## src/inc/core_stack_pkg.sv

```systemverilog
// Operation
// - return stack holds eight 13-bit entries, separate from program and data memory
// - stack pointer has no software read or write path
// - push current pc on subroutine call or interrupt vectoring
// - pop top entry into pc on return, return-with-literal, return-from-interrupt
// - pushes and pops leave pc_high_latch unchanged
// - stack is circular; ninth push overwrites first entry
// - no overflow or underflow status flags exist
// - indirect_data_port access redirects to location chosen by indirect_pointer
// - read through pointer that selects indirect_data_port returns 00h
// - write through pointer that selects indirect_data_port stores nothing
// - indirect address is indirect_bank_select above the 8-bit indirect_pointer
// - 13-bit pc: low byte register, upper bits from pc_high_latch
package core_stack_pkg;
   localparam int PC_W = 13;
   localparam int STACK_DEPTH = 8;
   localparam int DADDR_W = 9;
   localparam int DATA_W = 8;
   localparam int PTR_W = 3;
   localparam int PCH_W = PC_W - DATA_W;
   localparam logic [PC_W-1:0] PC_RESET = 13'h0000;
   localparam logic [PTR_W-1:0] PTR_RESET = 3'h0;
   localparam logic [PTR_W-1:0] PTR_STEP = 3'h1;
   localparam logic [DATA_W-1:0] INDIRECT_PORT_ADDR = 8'h00;
   localparam logic [DATA_W-1:0] INDIRECT_NULL_READ = 8'h00;
   localparam logic [PCH_W-1:0] PCH_RESET = 5'h00;
   localparam int STATUS_BANK_BIT = 7;

   typedef enum logic [1:0] {
      PC_HOLD,
      PC_INC,
      PC_LOAD
   } pc_op_t;

   // sequencer command for one instruction cycle
   typedef struct packed {
      logic do_push;
      logic do_pop;
      logic load_low;
      pc_op_t pc_op;
      logic [PC_W-1:0] load_value;
      logic [DATA_W-1:0] low_value;
   } seq_cmd_t;

   // data access request from the sequencer
   typedef struct packed {
      logic valid;
      logic write;
      logic [DATA_W-1:0] file_addr;
      logic [DATA_W-1:0] wdata;
   } data_req_t;

   // resolved access towards data memory
   typedef struct packed {
      logic valid;
      logic write;
      logic [DADDR_W-1:0] addr;
      logic [DATA_W-1:0] wdata;
   } mem_req_t;
endpackage : core_stack_pkg

```

## src/design/indirect_addr.sv

```systemverilog
`timescale 1ns/10ps
`default_nettype none
module indirect_addr (
   // clock and reset
   input wire logic sys_clk,
   input wire logic reset,
   // request from sequencer
   input core_stack_pkg::data_req_t req,
   input wire logic [core_stack_pkg::DATA_W-1:0] indirect_pointer,
   input wire logic indirect_bank_select,
   input wire logic [core_stack_pkg::DATA_W-1:0] bank_direct,
   // resolved access
   output core_stack_pkg::mem_req_t mem,
   output logic null_read
);
   import core_stack_pkg::*;

   function automatic logic is_port(input logic [DATA_W-1:0] a);
      return a == INDIRECT_PORT_ADDR;
   endfunction : is_port

   logic indirect;
   logic self_ref;
   assign indirect = is_port(req.file_addr);
   assign self_ref = indirect && is_port(indirect_pointer);

   always_ff @(posedge sys_clk) begin
      if (reset) begin
         mem <= '0;
         null_read <= 1'b0;
      end else begin
         mem.valid <= req.valid && !self_ref;
         mem.write <= req.write;
         mem.wdata <= req.wdata;
         if (indirect) begin
            mem.addr <= {indirect_bank_select, indirect_pointer};
         end else begin
            mem.addr <= {bank_direct[0], req.file_addr};
         end
         null_read <= req.valid && !req.write && self_ref;
      end
   end

   a_self_write_dropped: assert property (@(posedge sys_clk) disable iff (reset)
      req.valid && req.write && self_ref |=> !mem.valid)
      else $error("self-referencing indirect write reached memory");
   a_indirect_addr_form: assert property (@(posedge sys_clk) disable iff (reset)
      req.valid && indirect && !self_ref |=> mem.addr == {$past(indirect_bank_select), $past(indirect_pointer)})
      else $error("indirect address formed wrongly");
   c_indirect_self: cover property (@(posedge sys_clk) req.valid && self_ref);
endmodule : indirect_addr
`default_nettype wire

```

## src/design/core_return_stack.sv

```systemverilog
`timescale 1ns/10ps
`default_nettype none
module core_return_stack #(
   parameter int DEPTH = core_stack_pkg::STACK_DEPTH
) (
   // clock and reset
   input wire logic sys_clk,
   input wire logic reset,
   // sequencer control
   input core_stack_pkg::seq_cmd_t cmd,
   input wire logic [core_stack_pkg::PCH_W-1:0] pc_high_latch_in,
   input wire logic pc_high_latch_we,
   // data path
   input core_stack_pkg::data_req_t req,
   input wire logic [core_stack_pkg::DATA_W-1:0] indirect_pointer,
   input wire logic [core_stack_pkg::DATA_W-1:0] status_reg,
   input wire logic [core_stack_pkg::DATA_W-1:0] mem_rdata,
   // outputs
   output logic [core_stack_pkg::PC_W-1:0] pc,
   output logic [core_stack_pkg::PCH_W-1:0] pc_high_latch,
   output core_stack_pkg::mem_req_t mem,
   output logic [core_stack_pkg::DATA_W-1:0] read_data
);
   import core_stack_pkg::*;

   // --------------------------------------------------------------
   // return stack storage, separate from all memory spaces
   // --------------------------------------------------------------
   logic [PC_W-1:0] stack_mem [DEPTH];
   logic [PTR_W-1:0] sp;
   logic [PC_W-1:0] next_pc;
   logic null_read;
   logic [PTR_W-1:0] top;

   assign top = sp - PTR_STEP;

   // wraps silently, no flags anywhere
   always_ff @(posedge sys_clk) begin
      if (reset) begin
         sp <= PTR_RESET;
      end else if (cmd.do_push) begin
         sp <= sp + PTR_STEP;
      end else if (cmd.do_pop) begin
         sp <= sp - PTR_STEP;
      end
   end

   always_ff @(posedge sys_clk) begin
      if (cmd.do_push && !reset) begin
         stack_mem[sp] <= pc;
      end
   end

   // --------------------------------------------------------------
   // program counter
   // --------------------------------------------------------------
   always_comb begin
      next_pc = pc;
      if (cmd.do_pop) begin
         next_pc = stack_mem[top];
      end else if (cmd.load_low) begin
         next_pc = {pc_high_latch, cmd.low_value};
      end else begin
         case (cmd.pc_op)
            PC_INC: next_pc = pc + PC_W'(1);
            PC_LOAD: next_pc = cmd.load_value;
            PC_HOLD: next_pc = pc;
            default: next_pc = pc;
         endcase
      end
   end

   always_ff @(posedge sys_clk) begin
      if (reset) begin
         pc <= PC_RESET;
      end else begin
         pc <= next_pc;
      end
   end

   // only the sequencer write changes the latch
   always_ff @(posedge sys_clk) begin
      if (reset) begin
         pc_high_latch <= PCH_RESET;
      end else if (pc_high_latch_we) begin
         pc_high_latch <= pc_high_latch_in;
      end
   end

   // --------------------------------------------------------------
   // indirect data path
   // --------------------------------------------------------------
   indirect_addr u_indirect (
      .sys_clk(sys_clk),
      .reset(reset),
      .req(req),
      .indirect_pointer(indirect_pointer),
      .indirect_bank_select(status_reg[STATUS_BANK_BIT]),
      .bank_direct(status_reg),
      .mem(mem),
      .null_read(null_read)
   );

   always_ff @(posedge sys_clk) begin
      if (reset) begin
         read_data <= INDIRECT_NULL_READ;
      end else begin
         read_data <= null_read ? INDIRECT_NULL_READ : mem_rdata;
      end
   end

   // --------------------------------------------------------------
   // checks
   // --------------------------------------------------------------
   a_push_then_pop: assert property (@(posedge sys_clk) disable iff (reset)
      cmd.do_push && !cmd.do_pop ##1 cmd.do_pop && !cmd.do_push |=> pc == $past(pc, 2))
      else $error("pop did not return pushed pc");
   a_latch_kept: assert property (@(posedge sys_clk) disable iff (reset)
      (cmd.do_push || cmd.do_pop) && !pc_high_latch_we |=> $stable(pc_high_latch))
      else $error("stack operation changed pc_high_latch");
   a_pointer_wraps: assert property (@(posedge sys_clk) disable iff (reset)
      cmd.do_push && sp == 3'h7 |=> sp == PTR_RESET)
      else $error("stack pointer did not wrap");
   a_pop_steps: assert property (@(posedge sys_clk) disable iff (reset)
      cmd.do_pop && !cmd.do_push |=> sp == $past(sp) - PTR_STEP)
      else $error("pop did not step pointer down");
   a_null_read: assert property (@(posedge sys_clk) disable iff (reset)
      null_read |=> read_data == INDIRECT_NULL_READ)
      else $error("self-referencing read not zero");
   a_low_load: assert property (@(posedge sys_clk) disable iff (reset)
      cmd.load_low && !cmd.do_pop |=> pc == {$past(pc_high_latch), $past(cmd.low_value)})
      else $error("pc low write mis-formed");
   a_reset_pc: assert property (@(posedge sys_clk) reset |=> pc == PC_RESET && sp == PTR_RESET)
      else $error("reset did not clear pc");
   a_redirect: assert property (@(posedge sys_clk) disable iff (reset)
      req.valid && req.file_addr == INDIRECT_PORT_ADDR && indirect_pointer != INDIRECT_PORT_ADDR
      |=> mem.valid && mem.addr[DATA_W-1:0] == $past(indirect_pointer))
      else $error("indirect access not redirected");

   c_wrap: cover property (@(posedge sys_clk) cmd.do_push && sp == 3'h7);
   c_call_return: cover property (@(posedge sys_clk) cmd.do_push ##1 cmd.do_pop);
   c_underflow: cover property (@(posedge sys_clk) cmd.do_pop && sp == PTR_RESET);
endmodule : core_return_stack
`default_nettype wire

```

## config.mk

```make
export PLATFORM = sky130hd
export DESIGN_NAME = core_return_stack
export DESIGN_NICKNAME = d
export VERILOG_FILES = /design/src/inc/core_stack_pkg.sv /design/src/design/indirect_addr.sv /design/src/design/core_return_stack.sv
export SDC_FILE = /design/constraint.sdc
export NUM_CORES = 1
export LEC_CHECK = 0
export BUFFER_PORTS_ARGS = -buffer_cell sky130_fd_sc_hd__buf_4
export CAP_MARGIN = 40
export CORE_MARGIN = 2
export CORE_UTILIZATION = 50
export CTS_BUF_LIST = sky130_fd_sc_hd__clkbuf_8 sky130_fd_sc_hd__clkbuf_16
export DETAILED_ROUTE_END_ITERATION = 16
export PLACE_DENSITY = 0.75
export SYNTH_ARGS = -nofsm -noshare
export SYNTH_HDL_FRONTEND = slang
export SYNTH_SLANG_ARGS = --single-unit
export TNS_END_PERCENT = 20
```

## constraint.sdc

```tcl
create_clock -name sys_clk -period 2.54 [get_ports sys_clk]
set_input_delay 0.508 -clock sys_clk [delete_from_list [all_inputs] [get_ports sys_clk]]
set_output_delay 0.508 -clock sys_clk [all_outputs]
set_load 0.01 [all_outputs]
```

* Word level (Yosys, flattened, before mapping)
Memories as Yosys holds them, arrays and structs flattened.
Index checks and enable logic that the tools add are counted.
W data, S select, Z words.
** Word-level totals
- Bits of input ports :: 76
- Latch bits :: 0
- Output and inout port bits :: 45
- Register bits :: 49
- ROM bits :: 0
- Word-level logic and storage cells :: 36
- Bits in writable memories :: 104
- Memories kept :: 1
** Memory list
- stack_mem :: words 8, width 13, read ports 1, clocked after Yosys merged registers in 0, wr ports 1, RTL line core_return_stack.sv:29 : logic [PC_W-1:0] stack_mem [DEPTH];
** Cells by class
- Bitwise logic cells :: 0
- Shifts and indexed selects :: 0
- $add $sub $neg :: 3
- Multiply operators :: 0
- Reduce and logical (&&, ||, !) cells :: 13
- Mux-type cells :: 8
- Equality and inequality tests :: 2
- Order comparisons :: 0
- Divide/modulo/power cells :: 0
** Operator list (count)
- $mux W13 :: 2
- $pmux W13 S2 :: 1
- $logic_not A8 Y1 :: 2
- $add A13 B1 Y13 const B :: 1
- $mux W9 :: 1
- $mux W3 :: 2
- $logic_and A1 B1 Y1 :: 5
- $reduce_bool A4 Y1 :: 1
- $add A3 B1 Y3 const B :: 1
- $logic_not A1 Y1 :: 3
- $sub A3 B1 Y3 const B :: 1
- $eq A2 B1 Y1 const B :: 1
- $eq A2 B2 Y1 const B :: 1
- $mux W1 :: 2
- $reduce_bool A2 Y1 :: 1
- $reduce_or A2 Y1 :: 1

* Longest topological paths before layout
Gate-level depths: netlist (run 1).
- Depth after elaboration :: 4
- Mapped depth :: 11
- Gate-level depth less buffers :: 7

* Hierarchy
Synthesis (run 1) repeated with hierarchy kept, for this count alone.
** Unflattened totals
- Cells, all modules :: 443
- Area, all modules :: 6303.5 um^2
** Modules (own cells, without submodules)
- core_return_stack :: instances 1, cells an instance 383, area each 5620.4 um^2, sequential area each 3703.6 um^2
- indirect_addr :: instances 1, cells an instance 60, area each 683.2 um^2, sequential area each 400.4 um^2

* Worst setup path after synthesis (run 1)
Ideal clock, no wire load.
- Path type :: reg-to-reg
- Start :: register sp[0]
- End :: register pc[9] (netlist name)
- Data required time :: 2404 ps
- Cell stages (with the launch flop) :: 10
- Path slack :: 120 ps
- Arrival :: 2284 ps
- Path buffers :: 2
- Library setup time :: 136 ps
- Clock period less this slack :: 2420 ps
- Cell sequence :: dfxtp_1 -> buf_6 -> clkbuf_8 -> inv_1 -> ha_1 -> xor2_2 -> mux4_2 -> and3_1 -> a31oi_1 -> a311oi_2
** Between the ends
- Longest elaborated chain between the ends :: 3
** Ends and longest elaborated chain
- start: declaration :: RTL line core_return_stack.sv:30 : logic [PTR_W-1:0] sp;
- start signal: assignment :: RTL line core_return_stack.sv:42 : sp <= sp + PTR_STEP;
- start signal: assignment :: RTL line core_return_stack.sv:44 : sp <= sp - PTR_STEP;
- $sub A3 B1 Y3 :: RTL line core_return_stack.sv:35 : assign top = sp - PTR_STEP;
- $mem_v2 Z8 W13
- $mux W13 :: RTL line core_return_stack.sv:59 : if (cmd.do_pop) begin
- end signal: assignment :: RTL line core_return_stack.sv:77 : pc <= next_pc;
- end: declaration :: RTL line core_return_stack.sv:19 : output logic [core_stack_pkg::PC_W-1:0] pc,
Every way passes these cells.
A chain may end at the register's enable or synchronous reset.

* Final worst setup path (run 1)
- Start :: register sp[1]
- End :: register pc[9] (netlist name)
The elaborated chain is that of the path after synthesis.

==> key figures, run 1 <==
Setup path
  – Arr. time, crit path: 2.65 ns
  – Setup crit end kind: flip-flop
  – Critical Path RT: 2.82 ns
  – Startpoint types: flip-flop
  – Critical-path maximum fanout: 7
  – Worst r2r path cells: 7
  – Reg2reg setup slack: 0.17 ns
  – R2R Path End: pc[9]$_SDFFE_PP0P_
  – WS Path Type: reg -> reg
  – RR Startpoint: sp[1]$_SDFFE_PP0P_

Power and ir drop
  – P_leak: 3.03 nW
  – Total power: 6.27 mW
  – Peak supply drop: 0.512 mV
  – P_sw: 1.52 mW
  – Logic gate share of total power: 14.6%
  – P_int: 4.75 mW
  – P per Cell Area: 787 mW/mm²
  – Sequential Power Share: 46.1%
  – Clock power share: 39.3%
  – Switching share of power: 24.3%

Min path
  – Hold Crit Class: in -> reg
  – Hold Path Sink: u_indirect.null_read$_SDFF_PP0_
  – Hold path start: req[16]
  – Worst hold stages: 2

Synthesis
  – Ys Warns: 0
  – Ranking of synthesized cells by area: edfxtp_1 50%, dfxtp_1 16%, mux4_2 8.3%
  – Synth unique cells: 49
  – Sequential fraction of the synthesis area: 65.7%
  – Async set-reset flop share out of synthesis: 0%
  – Post-Syn Nets: between 500 and 600
  – Post-synth top flop: edfxtp_1
  – Post-Syn Area: 0.00625 mm²
  – EDFF count, synth: 104
  – Register bit total from synthesis: 153
  – Syn Area/Cell: 14.8 µm²
  – Share of the synthesized area in the top cell type: 50.0%
  – Yosys top cell by area: edfxtp_1
  – Mapped Cells: 422

Floorplanning
  – Die Width: 116 µm
  – DIE AREA: 0.0134 mm²
  – IO Pins: between 100 and 150
  – Core region area: 0.0121 mm²
  – Initial cell density of the core: 51.6%
  – Site Rows: 40
  – Die height: 116 µm

STA
  – Final Setup Violations: 0
  – Fmax: 421 MHz
  – Period utilization: 93.4%
  – Max-slew violations: 0
  – Hold violation count in the final report: 0
  – Period minus WS final: 2.37 ns
  – Slew headroom: 63.2%
  – Worst slew pin tran: 0.551 ns
  – Final Skew: 0.00711 ns
  – RSZ-0062 raised after global routing: no
  – Setup TNS Final: 0 ns

Route
  – Routed wire length per instance: 19.8 µm
  – Starting DRT DRC Count: 299
  – Drt pass-1 iters: 5
  – Post-Route WL: 14.7 mm
  – DRC viols: 0
  – Vias per cell: between 5 and 6
  – DR vias: 4,113
  – Final ANT Viol Nets: 0

Placed design
  – DPL Wire Length: 9.86 mm
  – RD Place Congestion: 0.853
  – IO Port Bufs: 114

Run status
  – Outcome: complete, no violations

Finish
  – Register area: 0.00411 mm²
  – Area occupied by multi-input gates: between 0.0015 and 0.002 mm²
  – Area growth from synthesis to layout: 27.5%
  – Most frequent cells in the layout: 141 x buf_4, 104 x edfxtp_1, 48 x dfxtp_1, 46 x nor2_1, 23 x mux4_2
  – Diode count: 0
  – Fin nets: 640
  – Most common cell after layout, fill and taps aside: buf_4
  – Layout cells sized above 1: 36.6%
  – Fillers: 875

Clock network
  – Cts bufs inserted: 17
  – CTS tree: done
  – Sink Count: between 150 and 200
  – Root buffer cell: clkbuf_16
  – H-tree depth: 4
  – Max Buffers Root-to-Sink: 2
  – Clock transition at path regs: 0.06 ns
  – Post-CTS Setup Bufs: 0
  – Clk_lat worst skew: 0.42 ns

GRT
  – Initial antenna violation count: 0
  – Gr ovfl total: 0
  – Vias in the first global route: 4,188
  – Gr usage total: 22.7%
  – First-pass GRT wire length: 22.0 mm
  – Largest net degree at the start of global routing: 42

Job
  – Max Cap Viol: 0
==> worst max-delay path, cell delays in order, from the launching register on <==
cell	delay (ns)
dfxtp_1	0.50
inv_1	0.12
ha_1	0.28
xor2_4	0.30
mux4_2	0.53
and3_1	0.19
a31oi_1	0.19
a311oi_2	0.12
==> per-stage QoR <==
| step | std cells | cell area (µm²) | util (%) | hold slack (ns) | setup WS (ns) |
|---|---|---|---|---|---|
| after floorplan | 422 | 6250 | - | 0.544 | 0.120 |
| after global placement | 709 | 7370 | 60.8 | 0.510 | 0.253 |
| after detailed placement | 709 | 7370 | 60.8 | 0.515 | 0.109 |
| after CTS | 741 | 7950 | 65.6 | 0.249 | 0.0811 |
| after global routing | 741 | 7960 | 65.7 | 0.262 | 0.0881 |
| final | 741 | 7960 | 65.7 | 0.259 | 0.167 |
==> what timing repair did <==
action	4_1_cts	5_1_grt
gates resized for setup	0	1
endpoints found under the setup margin	0	1
hold buffers	0	0
==> cell usage after synthesis (2+ instances only) <==
| cell | instances |
|---|---|
| mux2_2 | 8 |
| xnor2_1 | 9 |
| nor2_1 | 46 |
| a211oi_1 | 8 |
| mux4_1 | 3 |
| buf_2 | 2 |
| inv_1 | 12 |
| buf_6 | 2 |
| clkbuf_8 | 6 |
| a221oi_1 | 7 |
| mux4_2 | 23 |
| nand2_1 | 14 |
| o21ai_0 | 6 |
| nand4_1 | 2 |
| nor3b_1 | 2 |
| nor3_1 | 9 |
| o31ai_1 | 2 |
| a31oi_1 | 4 |
| xor2_1 | 2 |
| clkbuf_1 | 11 |
| a21oi_1 | 19 |
| nand3_1 | 6 |
| nor4_1 | 3 |
| ha_1 | 4 |
| or4_1 | 2 |
| dfxtp_1 | 49 |
| nand2b_1 | 2 |
| nor2b_1 | 14 |
| and2_1 | 8 |
| mux2i_1 | 15 |
| edfxtp_1 | 104 |
==> layer usage <==
layer	up-vias	share of wire (%)	wire length, µm	track usage, %
met3	29	6.8	997	5.33
met1	2056	39	5770	28.6
met5	-	0	0	0
met4	0	2.4	353	11.7
li1	1884	-	-	-
met2	144	51	7560	37.0
==> how the worst max path moves through the flow <==
stage	to	from	slack, ns	cells after the start
floorplan	pc[9]$_SDFFE_PP0P_	sp[0]$_SDFFE_PP0P_	0.12	9
global placement	pc[9]$_SDFFE_PP0P_	sp[1]$_SDFFE_PP0P_	0.25	7
detailed placement	pc[9]$_SDFFE_PP0P_	sp[1]$_SDFFE_PP0P_	0.11	7
CTS	pc[9]$_SDFFE_PP0P_	sp[1]$_SDFFE_PP0P_	0.08	7
global route	pc[9]$_SDFFE_PP0P_	sp[1]$_SDFFE_PP0P_	0.09	7
finish	pc[9]$_SDFFE_PP0P_	sp[1]$_SDFFE_PP0P_	0.17	7
==> power by group through the flow <==
| stage | sequential [mW] | combinational, mW | clock (mW) |
|---|---|---|---|
| floorplan | 2.97 | 0.520 | 0 |
| global placement | 2.93 | 0.888 | 0 |
| detailed placement | 2.94 | 0.915 | 0 |
| CTS | 2.89 | 0.918 | 2.49 |
| global route | 2.90 | 0.992 | 2.59 |
| finish | 2.89 | 0.916 | 2.46 |
==> layout make-up <==
class                           instances  area share [%]
Inverter                               13           0.613
Tap cell                              168            2.64
Clock buffer                           18            5.52
Multi-Input combinational cell        234            24.5
Timing Repair Buffer                  141            13.3
Clock inverter                         14            1.82
Sequential cell                       153            51.6
==> logic make-up after synthesis <==
logic type / Yosys count / share of synthesized area, %
AO/OA/AOI/OAI: 57 / 6.25
XOR/XNOR: 12 / 1.80
flip-flops: 153 / 65.7
AND/OR/NAND/NOR: 112 / 8.69
multiplexers: 49 / 13.4
adder cells (fa/ha/maj): 4 / 0.801
buffers and inverters: 35 / 3.35
==> flip-flops by register name, indices dropped and copies added (netlist names) <==
name and count:
u_indirect.mem 19, stack_mem 104, sp 3, read_data 8
u_indirect.null_read 1, pc_high_latch 5, pc 13
(Power assumes the default switching activity.)
==> inputs of run 2 (changes only) <==
ABC_AREA = 1   (was unset)
SETUP_SLACK_MARGIN = 0.5   (was unset)
==> key figures, run 2 <==
Synthesis
  – EDFF count, synth: 104
  – Ys Warns: 0
  – Most common library cells after synthesis: 139 x nor2_1, 122 x nand2_1, 104 x edfxtp_1
  – Post-synth top flop: edfxtp_1
  – Register bit total from synthesis: 153
  – Post-Syn Nets: 785
  – Synth unique cells: 33
  – Async set-reset flop share out of synthesis: 0%
  – Yosys top cell by area: edfxtp_1
  – Post-Syn Area: 0.00663 mm²
  – Mapped Cells: approximately 710
  – Syn Area/Cell: 9.41 µm²
  – Sequential fraction of the synthesis area: between 60% and 70%
  – Share of the synthesized area in the top cell type: 47.1%
  – Count leader, synth: nor2_1
  – Ranking of synthesized cells by area: edfxtp_1 47%, dfxtp_1 15%, nor2_1 7.9%

Route
  – DR vias: 5,341
  – Vias per cell: between 5 and 6
  – Drt pass-1 iters: 5
  – Starting DRT DRC Count: 457
  – Final ANT Viol Nets: 0
  – Post-Route WL: 16.3 mm
  – Routed wire length per instance: 16.0 µm
  – DRC viols: 0

Finish
  – Max reg flops: 104
  – Biggest register: stack_mem
  – Layout cells sized above 1: approximately 21%
  – Diode count: 0
  – Largest registers: stack_mem x104, u_indirect.mem x19, pc x13
  – Most common cell after layout, fill and taps aside: nor2_1
  – Layout Utilization: 62.9%
  – Fillers: 1,038
  – Most frequent cells in the layout: 138 x nor2_1, 136 x buf_4, 122 x nand2_1, 104 x edfxtp_1, 69 x inv_1
  – Area growth from synthesis to layout: 24.0%
  – Fin nets: 909

Setup path
  – Arr. time, crit path: 2.28 ns
  – Critical-path maximum fanout: 9
  – Crit path cell chain: inv_1, ha_4, xor2_2, buf_4, o211ai_1, o21ai_1, nand2_1, nand2_1, nor2_1
  – Critical Path Max Stage Delay: about 0.44 ns
  – WS Path Type: reg -> reg
  – Startpoint types: flip-flop
  – Setup crit end kind: flip-flop
  – Cell seen most often among critical-path stages: nand2_1
  – Worst path slowest cell: xor2_2
  – Critical Path RT: about 2.9 ns

Clock network
  – Post-CTS Setup Bufs: 0
  – CTS tree: done
  – Clock transition at path regs: 0.06 ns
  – Root buffer cell: clkbuf_16
  – H-tree depth: 4
  – Max Buffers Root-to-Sink: 2
  – Sink Count: 153
  – Cts bufs inserted: 17
  – Clk_lat worst skew: 0.42 ns

STA
  – Period minus WS final: 1.97 ns
  – Final Setup Violations: 0
  – Period utilization: 77.5%
  – Worst slew pin tran: 0.786 ns
  – Hold violation count in the final report: 0
  – Final Skew: around 0.010 ns
  – Fmax: roughly 510 MHz
  – Slew headroom: 47.3%
  – Max-slew violations: 0
  – RSZ-0062 raised after global routing: yes
  – Setup TNS Final: 0 ns
  – Crit path setup slack, layout: 0.571 ns

Floorplanning
  – Die Width: 119 µm
  – Core region area: between 0.01 and 0.015 mm²
  – Initial cell density of the core: 50.7%
  – Die height: 119 µm
  – Site Rows: 42
  – IO Pins: 121
  – DIE AREA: ~0.014 mm²

Job
  – Max Cap Viol: 0

Placed design
  – RD Place Congestion: just over 0.9
  – IO Port Bufs: 114
  – DPL Wire Length: 11.0 mm
  – Setup slack at placement: 0.516 ns

Power and ir drop
  – P_leak: 3.49 nW
  – Peak supply drop: about 0.45 mV
  – Total power: between 6 and 7 mW
  – P per Cell Area: around 740 mW/mm²

Min path
  – Hold Crit Class: in -> reg

GRT
  – First-pass GRT wire length: 25.6 mm
  – Gr ovfl total: 0
  – Gr usage total: 23.4%
  – Vias in the first global route: around 5,200
  – Initial antenna violation count: 0
  – Largest net degree at the start of global routing: 56

Run status
  – Outcome: complete, no violations
==> run 2: cell types whose count changed after synthesis, moves of 16 or more <==
cell | before | now
nand2_1 | 14 | 122
nor2_1 | 46 | 139
inv_1 | 12 | 68
o21ai_0 | 6 | 61
nand3_1 | 6 | 45
mux4_2 | 23 | 0
a21oi_1 | 19 | 35
==> run 2: logic make-up (layout without fill, tap and decap cells) <==
family	count (synthesis)	in the layout	share of synthesized area, %
simple gates	322	322	19.8
flops	153	153	61.9
compound gates	120	120	9.56
buf+inv	103	240	7.34
fa+ha+maj	4	4	0.755
xor+xnor	3	3	0.623
==> run 2: final timing paths <==
check | from | to | slack, ns | cells past startpoint
max reg2reg | sp[1]$_SDFFE_PP0P_ | pc[4]$_SDFFE_PP0P_ | 0.57 | 9
min reg2reg | pc_high_latch[2]$_SDFFE_PP0P_ | pc_high_latch[2]$_SDFFE_PP0P_ | 0.56 | 2
max | sp[1]$_SDFFE_PP0P_ | pc[4]$_SDFFE_PP0P_ | 0.57 | 9
min | req[5] | u_indirect.mem[5]$_SDFF_PP0_ | 0.29 | 3
==> run 2: critical path: cells and delay by family, from the launching register on <==
kind / cells / cell delay [ns]
AOI/OAI and AO/OA: 2 / 0.27
buffers and inverters: 2 / 0.37
and+or+nand+nor: 3 / 0.20
adders and majority gates: 1 / 0.20
xor gates and xnor gates: 1 / 0.44
DFF: 1 / 0.37
==> run 2: through the flow <==
stage	instances	hold slack, ns	area, µm²
after floorplan	705	0.552	6630
after global placement	986	0.524	7660
after detailed placement	986	0.539	7660
after CTS	1018	0.274	8210
after global routing	1018	0.285	8230
final	1018	0.288	8230
==> run 2: metal layers <==
layer | track usage [%] | up-vias | wire length (µm)
met5 | 0 | - | 0
met3 | 6.56 | 26 | 1340
met2 | 38.3 | 236 | 7900
li1 | - | 2592 | -
met4 | 7.89 | 0 | 293
met1 | 29.9 | 2487 | 6740
==> run 2: layout make-up <==
cell class / instances / area, µm² / share of cell area (%)
Timing Repair Buffer: 137 / 1030 / 12.5
Sequential cell: 153 / 4100 / 49.9
Clock buffer: 17 / 425 / 5.17
Inverter: 71 / 269 / 3.27
Clock inverter: 15 / 119 / 1.44
Multi-Input combinational cell: 449 / 2060 / 25.0
Tap cell: 176 / 220 / 2.68
==> run 2: what timing repair did <==
action | 4_1_cts | 5_1_grt
gates resized for setup | 0 | 4
endpoints found under the hold margin | 0 | 0
endpoints found under the setup margin | 0 | 31
hold buffers | 0 | 0
==> run 2: where the power goes <==
group / internal (mW) / switching (mW) / leakage (nW)
sequential: 2.80 / 0.115 / 1.36
combinational: 0.365 / 0.546 / 1.87
clock: 1.26 / 1.03 / 0.258
